--- config.mk ---
export PLATFORM = sky130hd
export DESIGN_NAME = pesc_regs
export DESIGN_NICKNAME = d
export VERILOG_FILES = /design/src/core/pesc_pkg.sv /design/src/core/pesc_regs.sv /design/src/core/pesc_sc_bit.sv
export VERILOG_INCLUDE_DIRS = /design/src /design/src/core
export SDC_FILE = /design/constraint.sdc
export NUM_CORES = 1
export LEC_CHECK = 0
export BUFFER_PORTS_ARGS = -buffer_cell sky130_fd_sc_hd__buf_2
export CORE_MARGIN = 8
export CORE_UTILIZATION = 40
export DETAILED_ROUTE_END_ITERATION = 16
export PLACE_DENSITY = 0.78
export SYNTH_ARGS = -nofsm -noshare
export SYNTH_HDL_FRONTEND = slang
export SYNTH_SLANG_ARGS = --single-unit
export TNS_END_PERCENT = 1
--- constraint.sdc ---
create_clock -name core_clk_i -period 1.1 [get_ports core_clk_i]
set_input_delay 0.22 -clock core_clk_i [delete_from_list [all_inputs] [get_ports core_clk_i]]
set_output_delay 0.22 -clock core_clk_i [all_outputs]
set_load 0.05 [all_outputs]
--- src/core/pesc_params.svh ---
// register numbers, field positions, reset values for the ext regs
`ifndef PESC_PARAMS_SVH
`define PESC_PARAMS_SVH

// register numbers on the management port
`define PESC_ADDR_W 5
`define PESC_REG_EXT_STATUS 5'h0f
`define PESC_REG_EXT_CTRL 5'h11

// extended ability status, fixed content
`define PESC_EXT_STATUS_VAL 16'h0080
`define PESC_STS_GIGX_HD 14
`define PESC_STS_GIGT_FD 13
`define PESC_STS_GIGT_HD 12
`define PESC_STS_T1_ABLE 7
`define PESC_STS_RTG 6

// extended link control field positions
`define PESC_LINK_CTRL_BIT 15
`define PESC_MODE_HI 14
`define PESC_MODE_LO 11
`define PESC_JITTER_BIT 10
`define PESC_TRAIN_BIT 9
`define PESC_TMODE_HI 8
`define PESC_TMODE_LO 6
`define PESC_CABLE_BIT 5
`define PESC_LOOP_HI 4
`define PESC_LOOP_LO 3
`define PESC_CFG_EN_BIT 2
`define PESC_WAKE_BIT 0

// reset values
`define PESC_JITTER_RST 1'h0
`define PESC_TMODE_RST 3'h0
`define PESC_LOOP_RST 2'h0
`define PESC_CFG_EN_RST 1'h0

// test pattern codes
`define PESC_TMODE_NONE 3'h0
`define PESC_TMODE_LAST 3'h5
`define PESC_TMODE_BYPASS 3'h6

`endif

--- src/core/pesc_pkg.sv ---
// types shared by the extended status and control register logic
package pesc_pkg;

  // operating-state codes of the mode field
  typedef enum logic [3:0] {
    PESC_MODE_NOCHANGE = 4'b0000,
    PESC_MODE_NORMAL = 4'b0011,
    PESC_MODE_SILENT = 4'b1001,
    PESC_MODE_SLEEP = 4'b1010,
    PESC_MODE_SLEEP_REQ = 4'b1011,
    PESC_MODE_STANDBY = 4'b1100
  } pesc_mode_t;

  // self-clearing trigger slots
  typedef enum logic [1:0] {
    PESC_SC_TRAIN = 2'b00,
    PESC_SC_CABLE = 2'b01,
    PESC_SC_WAKE = 2'b10
  } pesc_sc_t;

endpackage

--- src/core/pesc_regs.sv ---
// extended ability status and extended link control registers
//
// Overview of operation
// - gigabit ability bits 14, 13, 12 of ext status always read 0.
// - ext status bits 11 to 8 always read 0000.
// - ext status bit 7 reads 1, single-pair 100 Mbit/s capable.
// - bit 6 reads 0, no reduced twisted gigabit; bits 5:0 reserved.
// - mode field accepts 0011, 1011, 1100; 0000 leaves state unchanged.
// - mode field reports 1001 in Silent, 1010 in Sleep; not commandable.
// - bit 10 enables slave jitter test; resets to 0.
// - self-clearing bit 9 restarts link training; 0 halts, default.
// - test field 000 means none, 001 to 101 select test modes 1-5.
// - test code 110 bypasses transmit scrambler and receive descrambler.
// - test code 111 is reserved and selects no function.
// - self-clearing bit 5 starts cable test; 0 stops it; resets 0.
// - bit 2 enables configuration register access; default disabled.
// - wake bit with link control off sends idle symbols as wake-up.
// - wake bit with link control on sends wake-up request symbols.
// - link control resets to the autonomous operation strap value.
// - writing an undefined mode code raises a control error event.
// - loopback path active only with basic loopback bit set.
// - disabling link control resets latched basic status indications.
`timescale 1ns/1ps
`include "pesc_params.svh"

module pesc_regs
  import pesc_pkg::*;
(
  // clock and reset
  input wire logic core_clk_i,
  input wire logic resetn_i,
  // management register port
  input wire logic [`PESC_ADDR_W-1:0] reg_addr_i,
  input wire logic reg_wr_i,
  input wire logic [15:0] reg_wdata_i,
  input wire logic reg_rd_i,
  output logic [15:0] reg_rdata_o,
  output logic reg_rd_valid_o,
  output logic reg_hit_o,
  // device state inputs
  input wire logic autonomous_operation_i,
  input wire logic phy_silent_i,
  input wire logic phy_sleep_i,
  input wire logic basic_loopback_i,
  // action acknowledges
  input wire logic training_ack_i,
  input wire logic cable_test_done_i,
  input wire logic wake_sent_i,
  // control outputs
  output logic link_control_o,
  output logic [3:0] mode_cmd_o,
  output logic slave_jitter_test_o,
  output logic training_restart_o,
  output logic [2:0] test_mode_o,
  output logic scrambler_bypass_o,
  output logic cable_test_o,
  output logic [1:0] loopback_mode_o,
  output logic loopback_active_o,
  output logic config_en_o,
  output logic wake_idle_o,
  output logic wake_symbol_pattern_o,
  // event outputs
  output logic control_err_o,
  output logic status_clear_o
);

  // ==========================================================
  // functions
  // ==========================================================

  // code is a mode that software may command
  function automatic logic is_mode_cmd(input logic [3:0] code);
    is_mode_cmd = (code == PESC_MODE_NORMAL) ||
                  (code == PESC_MODE_SLEEP_REQ) ||
                  (code == PESC_MODE_STANDBY);
  endfunction

  // code selects one of the compliance test patterns
  function automatic logic is_test_pat(input logic [2:0] code);
    is_test_pat = (code != `PESC_TMODE_NONE) &&
                  (code <= `PESC_TMODE_LAST);
  endfunction

  // ==========================================================
  // state
  // ==========================================================

  logic link_control;
  logic strap_taken;
  pesc_mode_t mode;
  logic jitter_en;
  logic [2:0] test_code;
  logic [1:0] loop_code;
  logic cfg_en;
  logic [2:0] sc_q;

  // ==========================================================
  // address decode
  // ==========================================================

  logic hit_status;
  logic hit_ctrl;
  logic wr_ctrl;
  logic rd_any;

  assign hit_status = (reg_addr_i == `PESC_REG_EXT_STATUS);
  assign hit_ctrl = (reg_addr_i == `PESC_REG_EXT_CTRL);
  assign wr_ctrl = reg_wr_i && hit_ctrl;
  assign rd_any = reg_rd_i && (hit_status || hit_ctrl);

  // ==========================================================
  // write field extraction
  // ==========================================================

  logic wd_link;
  logic [3:0] wd_mode;
  logic wd_jitter;
  logic wd_train;
  logic [2:0] wd_tmode;
  logic wd_cable;
  logic [1:0] wd_loop;
  logic wd_cfg;
  logic wd_wake;

  assign wd_link = reg_wdata_i[`PESC_LINK_CTRL_BIT];
  assign wd_mode = reg_wdata_i[`PESC_MODE_HI:`PESC_MODE_LO];
  assign wd_jitter = reg_wdata_i[`PESC_JITTER_BIT];
  assign wd_train = reg_wdata_i[`PESC_TRAIN_BIT];
  assign wd_tmode = reg_wdata_i[`PESC_TMODE_HI:`PESC_TMODE_LO];
  assign wd_cable = reg_wdata_i[`PESC_CABLE_BIT];
  assign wd_loop = reg_wdata_i[`PESC_LOOP_HI:`PESC_LOOP_LO];
  assign wd_cfg = reg_wdata_i[`PESC_CFG_EN_BIT];
  assign wd_wake = reg_wdata_i[`PESC_WAKE_BIT];

  // ==========================================================
  // link control and strap
  // ==========================================================

  logic next_link_control;
  logic link_falls;

  // strap value loads on the first edge after reset release
  // strap sets default
  assign next_link_control = !strap_taken ? autonomous_operation_i :
                             wr_ctrl ? wd_link : link_control;
  assign link_falls = link_control && !next_link_control;

  always_ff @(posedge core_clk_i or negedge resetn_i) begin
    if (!resetn_i) begin
      strap_taken <= 1'b0;
      link_control <= 1'b0;
    end else begin
      strap_taken <= 1'b1;
      link_control <= next_link_control;
    end
  end

  // ==========================================================
  // operating mode
  // ==========================================================

  logic mode_valid_wr;
  logic mode_bad_wr;
  pesc_mode_t next_mode;
  logic [3:0] mode_rd;

  assign mode_valid_wr = wr_ctrl && is_mode_cmd(wd_mode);
  assign mode_bad_wr = wr_ctrl && !is_mode_cmd(wd_mode) &&
                       (wd_mode != PESC_MODE_NOCHANGE);

  // 0000 and rejected codes keep the current command
  always_comb begin
    next_mode = mode;
    case (mode)
      PESC_MODE_NORMAL,
      PESC_MODE_SLEEP_REQ,
      PESC_MODE_STANDBY: begin
        if (mode_valid_wr) begin
          next_mode = pesc_mode_t'(wd_mode);
        end
      end
      default: begin
        next_mode = PESC_MODE_STANDBY;
      end
    endcase
  end

  assign mode_rd = phy_sleep_i ? PESC_MODE_SLEEP :
                   phy_silent_i ? PESC_MODE_SILENT : mode;

  always_ff @(posedge core_clk_i or negedge resetn_i) begin
    if (!resetn_i) begin
      mode <= PESC_MODE_STANDBY;
    end else begin
      mode <= next_mode;
    end
  end

  // ==========================================================
  // plain read/write fields
  // ==========================================================

  always_ff @(posedge core_clk_i or negedge resetn_i) begin
    if (!resetn_i) begin
      jitter_en <= `PESC_JITTER_RST;
      test_code <= `PESC_TMODE_RST;
      loop_code <= `PESC_LOOP_RST;
      cfg_en <= `PESC_CFG_EN_RST;
    end else if (wr_ctrl) begin
      jitter_en <= wd_jitter;
      test_code <= wd_tmode;
      loop_code <= wd_loop;
      cfg_en <= wd_cfg;
    end
  end

  // ==========================================================
  // self-clearing triggers
  // ==========================================================

  logic [2:0] sc_set;
  logic [2:0] sc_clr;

  assign sc_set[PESC_SC_TRAIN] = wr_ctrl && wd_train;
  assign sc_clr[PESC_SC_TRAIN] = training_ack_i || (wr_ctrl && !wd_train);
  assign sc_set[PESC_SC_CABLE] = wr_ctrl && wd_cable;
  assign sc_clr[PESC_SC_CABLE] = cable_test_done_i ||
                                 (wr_ctrl && !wd_cable);
  assign sc_set[PESC_SC_WAKE] = wr_ctrl && wd_wake;
  assign sc_clr[PESC_SC_WAKE] = wake_sent_i;

  genvar gi;
  generate
    for (gi = 0; gi < 3; gi = gi + 1) begin : g_sc
      pesc_sc_bit u_sc (
        .core_clk_i(core_clk_i),
        .resetn_i(resetn_i),
        .set_i(sc_set[gi]),
        .clear_i(sc_clr[gi]),
        .bit_o(sc_q[gi])
      );
    end
  endgenerate

  // ==========================================================
  // derived controls
  // ==========================================================

  logic [2:0] next_test_sel;
  logic next_bypass;
  logic next_loop_active;
  logic next_wake_idle;
  logic next_wake_sym;

  assign next_test_sel = is_test_pat(test_code) ? test_code :
                         `PESC_TMODE_NONE;
  assign next_bypass = (test_code == `PESC_TMODE_BYPASS);
  assign next_loop_active = basic_loopback_i && !link_control;
  assign next_wake_idle = sc_q[PESC_SC_WAKE] && !link_control;
  assign next_wake_sym = sc_q[PESC_SC_WAKE] && link_control;

  // ==========================================================
  // read data
  // ==========================================================

  logic [15:0] ctrl_rd;
  logic [15:0] next_rdata;

  always_comb begin
    ctrl_rd = 16'h0000;
    ctrl_rd[`PESC_LINK_CTRL_BIT] = link_control;
    ctrl_rd[`PESC_MODE_HI:`PESC_MODE_LO] = mode_rd;
    ctrl_rd[`PESC_JITTER_BIT] = jitter_en;
    ctrl_rd[`PESC_TRAIN_BIT] = sc_q[PESC_SC_TRAIN];
    ctrl_rd[`PESC_TMODE_HI:`PESC_TMODE_LO] = test_code;
    ctrl_rd[`PESC_CABLE_BIT] = sc_q[PESC_SC_CABLE];
    ctrl_rd[`PESC_LOOP_HI:`PESC_LOOP_LO] = loop_code;
    ctrl_rd[`PESC_CFG_EN_BIT] = cfg_en;
    ctrl_rd[`PESC_WAKE_BIT] = sc_q[PESC_SC_WAKE];
  end

  always_comb begin
    if (!reg_rd_i) begin
      next_rdata = 16'h0000;
    end else if (hit_status) begin
      next_rdata = `PESC_EXT_STATUS_VAL;
    end else if (hit_ctrl) begin
      next_rdata = ctrl_rd;
    end else begin
      next_rdata = 16'h0000;
    end
  end

  // ==========================================================
  // output registers
  // ==========================================================

  always_ff @(posedge core_clk_i or negedge resetn_i) begin
    if (!resetn_i) begin
      reg_rdata_o <= 16'h0000;
      reg_rd_valid_o <= 1'b0;
      reg_hit_o <= 1'b0;
    end else begin
      reg_rdata_o <= next_rdata;
      reg_rd_valid_o <= reg_rd_i;
      reg_hit_o <= rd_any;
    end
  end

  always_ff @(posedge core_clk_i or negedge resetn_i) begin
    if (!resetn_i) begin
      link_control_o <= 1'b0;
      mode_cmd_o <= PESC_MODE_STANDBY;
      slave_jitter_test_o <= 1'b0;
      training_restart_o <= 1'b0;
      cable_test_o <= 1'b0;
      config_en_o <= 1'b0;
    end else begin
      link_control_o <= link_control;
      mode_cmd_o <= mode;
      slave_jitter_test_o <= jitter_en;
      training_restart_o <= sc_q[PESC_SC_TRAIN];
      cable_test_o <= sc_q[PESC_SC_CABLE];
      config_en_o <= cfg_en;
    end
  end

  always_ff @(posedge core_clk_i or negedge resetn_i) begin
    if (!resetn_i) begin
      test_mode_o <= `PESC_TMODE_NONE;
      scrambler_bypass_o <= 1'b0;
      loopback_mode_o <= `PESC_LOOP_RST;
      loopback_active_o <= 1'b0;
      wake_idle_o <= 1'b0;
      wake_symbol_pattern_o <= 1'b0;
    end else begin
      test_mode_o <= next_test_sel;
      scrambler_bypass_o <= next_bypass;
      loopback_mode_o <= loop_code;
      loopback_active_o <= next_loop_active;
      wake_idle_o <= next_wake_idle;
      wake_symbol_pattern_o <= next_wake_sym;
    end
  end

  // ==========================================================
  // events
  // ==========================================================

  always_ff @(posedge core_clk_i or negedge resetn_i) begin
    if (!resetn_i) begin
      control_err_o <= 1'b0;
      status_clear_o <= 1'b0;
    end else begin
      control_err_o <= mode_bad_wr;
      status_clear_o <= link_falls && strap_taken;
    end
  end

endmodule

--- src/core/pesc_sc_bit.sv ---
// one self-clearing trigger bit
`timescale 1ns/1ps

module pesc_sc_bit (
  // clock and reset
  input wire logic core_clk_i,
  input wire logic resetn_i,
  // control
  input wire logic set_i,
  input wire logic clear_i,
  // state
  output logic bit_o
);

  logic next_bit;

  // set wins over a clear in the same cycle
  assign next_bit = set_i | (bit_o & ~clear_i);

  always_ff @(posedge core_clk_i or negedge resetn_i) begin
    if (!resetn_i) begin
      bit_o <= 1'b0;
    end else begin
      bit_o <= next_bit;
    end
  end

endmodule

# Word-level counts from Yosys, hierarchy flattened
# Index checks and enable logic that the tools add are counted.
[word_totals]
ff_bits = 54
latchBits = 0
mem_bits_rw = 0
romBits = 0
inputBits = 32
out_inout_bits = 38
word_cells = 86
mem_count = 0
[classes]
n_addsub = 0
mul = 0
div_mod_pow = 0
n_lt_le_gt_ge = 1
eq_ne = 10
n_shift = 0
n_mux = 10
bitwise = 9
reduce_logical = 29
[ops]
columns = ["operator", "count"]
rows = [
  ["$mux W16", 3],
  ["$eq A4 B4 Y1 const B", 4],
  ["$logic_and A1 B1 Y1", 16],
  ["$mux W4", 4],
  ["$eq A4 B2 Y1 const B", 2],
  ["$eq A5 B4 Y1 const B", 1],
  ["$eq A5 B5 Y1 const B", 1],
  ["$logic_not A1 Y1", 5],
  ["$logic_or A1 B1 Y1", 5],
  ["$reduce_bool A4 Y1", 1],
  ["$and A1 B1 Y1", 3],
  ["$eq A3 B3 Y1 const B", 1],
  ["$le A3 B3 Y1 const B", 1],
  ["$mux W3", 1],
  ["$not A1 Y1", 3],
  ["$or A1 B1 Y1", 3],
  ["$reduce_bool A3 Y1", 1],
  ["$reduce_or A3 Y1", 1],
  ["$mux W1", 2],
  ["$ne A2 B2 Y1 const B", 1],
]

# Depth between registers and ports, before layout
[depth]
depth_word = 7
ltp_mapped = 5
ltp_nobuf = 3

# Modules after synthesis
# Synthesis repeated with hierarchy kept, for this count alone.
[hier_totals]
hier_cells = 136
hier_area_um2 = 1920.6
[by_module_without_submodules]
columns = ["module", "n_inst", "cells_per_inst", "area_each_um2", "seq_area_each_um2"]
rows = [
  ["pesc_regs", 1, 127, 1811.7, 1256.2],
  ["pesc_sc_bit", 3, 3, 36.3, 25.0],
]

# Worst setup path after synthesis
# OpenSTA, ideal clock, no wires.
[synth_timing]
path_kind = "input port to flip-flop"
start = "in reg_addr_i[1]"
end = "reg cfg_en"
setup_time_ns = 0.127
arrival_ns = 1.435
t_required_ns = 0.973
setup_slack_ns = -0.463
path_stages = 5
n_path_buf = 2
cell_sequence = "or4b_1 > buf_2 > nor2_4 > buf_6 > mux2_1"
[synth_between]
elab_chain_len = 2
[synth_lines]
columns = ["element", "line_no", "text"]
rows = [
  ["from (decl)", "pesc_regs.sv:33", "input wire logic [`PESC_ADDR_W-1:0] reg_addr_i,"],
  ["$eq A5 B5 Y1 (no line)", "n/a", ""],
  ["$logic_and A1 B1 Y1", "pesc_regs.sv:108", "assign wr_ctrl = reg_wr_i && hit_ctrl;"],
  ["to (signal assigned)", "pesc_regs.sv:208", "cfg_en <= `PESC_CFG_EN_RST;"],
  ["to (signal assigned)", "pesc_regs.sv:213", "cfg_en <= wd_cfg;"],
  ["to (decl)", "pesc_regs.sv:94", "logic cfg_en;"],
]
# No other way between the ends.
# A chain may end at the register's enable or synchronous reset.

# Worst setup path in the final report
[layout_timing]
start = "in reg_addr_i[3]"
end = "reg test_code[2]"
[layout_between]
elab_chain_len = 2
[layout_lines]
columns = ["element", "line_no", "text"]
rows = [
  ["$eq A5 B5 Y1 (no line)", "n/a", ""],
  ["$logic_and A1 B1 Y1", "pesc_regs.sv:108", ""],
  ["to (signal assigned)", "pesc_regs.sv:206", "test_code <= `PESC_TMODE_RST;"],
  ["to (signal assigned)", "pesc_regs.sv:211", "test_code <= wd_tmode;"],
  ["to (decl)", "pesc_regs.sv:92", "logic [2:0] test_code;"],
]
# No other way between the ends.

==> key figures <==
Status
  • Outcome: finished, violations left
  • Failing checks: setup timing

CTS
  • Skew-Pair Late Insertion Delay: 310 ps
  • CTS Buffer Depth: 2
  • H-tree lvl count: 2
  • Clk root buf: clkbuf_8
  • Clk slew on worst S/H paths: 90 ps
  • CTS buffer count: 5
  • TritonCTS clock tree: built
  • Number of clock sinks: 53

Routing
  • DR iter-0 viols: 57
  • Drt wl/cell: 18.1 um
  • Vias: approximately 1.4k
  • Vias per cell: roughly 5.0
  • WL final: 5060 um
  • Residual DRC count: 0
  • Final ANT Viol Nets: 0
  • DRT Pass-1 Iters: 4

Floorplanning
  • Die height: about 84 um
  • Site row count: 25
  • Die ar.: 7120 sq um
  • Die Width: about 84 um
  • Initial Util: about two fifths
  • I/O Pins: 70
  • Core area: 4630 sq um

Timing
  • Final Critical Period: between 1000 and 1500 ps
  • Slew Limit Fails: 0
  • RSZ-0062 raised after global routing: true
  • Layout Skew: 4.50 ps
  • Peak Freq: between 800 and 900 MHz
  • Tcrit/Tclk final: 113%
  • Hold Fails Final Rpt: 0
  • Final WS setup: -144 ps
  • Final setup vio count: 30

Setup path
  • WS Path Type: input port to flop
  • Startpoint Class: input port
  • CP max FO: 8
  • Critical path arrival: approximately 1400 ps
  • CP Capture Type: flop
  • CP Data Required Time: 1300 ps

Final layout
  • Layout cells sized above 1: 53.1%
  • Post-layout net count: roughly 260
  • Layout fillers: roughly 330
  • Commonest non-fill, non-tap cell in the layout: dfrtp_1
  • Commonest non-fill, non-tap cells in the layout: 49 x dfrtp_1, 37 x buf_6, 28 x buf_2, 21 x buf_4, 12 x and2_1
  • Area grow syn2layout: 55.9%
  • # diodes: 0

Yosys
  • Yosys warns: 0
  • Number of flops mapped to enable cells by yosys: 0
  • Syn_area_per_cell: 14.3 sq um
  • Yosys cell types: 35
  • Post-synth top area cell: dfrtp_1
  • Mapped Cells: ~130
  • Dominant synthesized flop cell: dfrtp_1
  • Synth area leaders: dfrtp_1 66%, dfstp_2 5.6%, mux2_1 4.2%, and2_1 4.0%, nor2b_1 2.0%
  • Register bit count reported by yosys: 53
  • Sequential area share after synthesis: between 70% and 80%
  • Ys async rst share: between 90% and 100%
  • Yosys top cell area share: 65.6%
  • Mapped Area: roughly 1900 sq um
  • Syn nets: 163

Global route
  • Initial antenna violation count: 0
  • Met3 Use GR: about 4.7%
  • GR Util met1: between 10 and 15%
  • Met2 Resource Use GR: 23.4%
  • GRT busiest layer: met2
  • First-pass GRT wire length: 7440 um
  • Grt total ovfl: 0
  • GR Util All Layers: 13.7%
  • Largest net degree at the start of global routing: 20
  • Vias in the first global route: 1498

Power
  • Pwr Density: 1670 nW/um^2
  • IR Drop Worst-Case VDD: approximately 0.00075 V
  • Tot Pwr: between 4 and 5 mW
  • Leakage: 1.48 nW

Placed design
  • DP HPWL: around 3400 um
  • Number of port buffers: 67
  • Worst slack after detailed placement: -536 ps
  • Gpl congestion: 0.767

Min path
  • Min-Delay Path Class: input port to flop

Flow run
  • Max Cap Viol: 0
==> state kept, by name (all words and copies together), names as in the netlist, 2 cells and up <==
name and flops:
reg_rdata_o 15, test_mode_o 3, mode_cmd_o 4, g_sc.u_sc.bit_o 3, mode 4, loop_code 2, loopback_mode_o 2, test_code 3
==> stage by stage <==
step	instances	setup TNS, ps	instance area, sq um	util, %	hold WS [ps]
2_1_floorplan	131	-7060	1900	-	-75.6
3_3_place_gp	269	-13860	2440	52.7	153
3_5_place_dp	269	-14580	2440	52.7	155
4_1_cts	280	-2500	2810	60.6	35.2
5_1_grt	280	-3630	2920	63.0	23.9
6_report	280	-2900	2920	63.0	40.7
==> cell usage after synthesis, types with 2 or more instances <==
master and count:
mux2_1 7, a21oi_1 4, buf_2 2, a221oi_1 2
inv_1 2, mux2_2 2, a31oi_1 2, and3_1 2
and2_1 12, nor2b_1 6, nor2_1 6, conb_1 2
and3b_1 2, nand2_1 6, dfstp_2 4, nor3_1 3
dfrtp_1 49
==> area by class of cell <==
cell class | count | area [sq um] | share of cell area (%)
Inverter | 2 | 7.51 | 0.257
Sequential cell | 53 | 1330 | 45.6
Tap cell | 54 | 67.6 | 2.32
Clock buffer | 7 | 86.3 | 2.96
Multi-Input combinational cell | 72 | 599 | 20.5
Clock inverter | 1 | 30.0 | 1.03
Timing Repair Buffer | 91 | 795 | 27.2
==> path summary, 6_finish.rpt <==
| path | start | endpoint | slack [ps] | cells past startpoint |
|---|---|---|---|---|
| setup / recovery | reg_addr_i[3] | test_code[2]$_DFFE_PN0P_ | -140 | 5 |
| hold / removal | reg_rd_i | reg_rd_valid_o$_DFF_PN0_ | 40 | 1 |
| setup reg to reg | mode[2]$_DFFE_PN1P_ | mode[0]$_DFFE_PN0P_ | -50 | 3 |
| hold reg to reg | g_sc[1].u_sc.bit_o$_DFF_PN0_ | cable_test_o$_DFF_PN0_ | 390 | 0 |
| max in group asynchronous | resetn_i | reg_rdata_o[7]$_DFF_PN0_ | 200 | 3 |
| min in group asynchronous | resetn_i | reg_rdata_o[12]$_DFF_PN0_ | 390 | 2 |
==> cells by family after synthesis <==
kind of cell	share of synthesized area (%)
flip-flops	71.2
multiplexers	5.42
AND/OR/NAND/NOR	15.2
other	0.401
AO/OA/AOI/OAI	5.89
buffers and inverters	1.94
==> routing by layer <==
| layer | vias up | part of all wire (%) |
|---|---|---|
| met4 | 0 | 3.4 |
| li1 | 638 | - |
| met1 | 687 | 36 |
| met2 | 62 | 53 |
| met5 | - | 0 |
| met3 | 14 | 7.3 |
==> critical path: stages <==
cell and delay [ps]:
buf_6 90, or4b_4 560, nor2_4 130, buf_12 140
mux2_4 300
==> what timing repair did <==
action	CTS	global route
resized for setup	63	29
pin swaps	4	3
hold endpoints to repair	9	0
setup endpoints to repair	67	60
setup buffers	1	0
gates cloned	1	0
hold buffers	1	0
==> power breakdown <==
part           total (mW)  internal (mW)  switching, mW  leakage (nW)
Clock                1.33          0.742          0.591        0.0585
Combinational        1.20          0.512          0.688         0.727
Sequential           2.33           2.18          0.149         0.698
No activity file was read; power rests on OpenSTA's default activity.
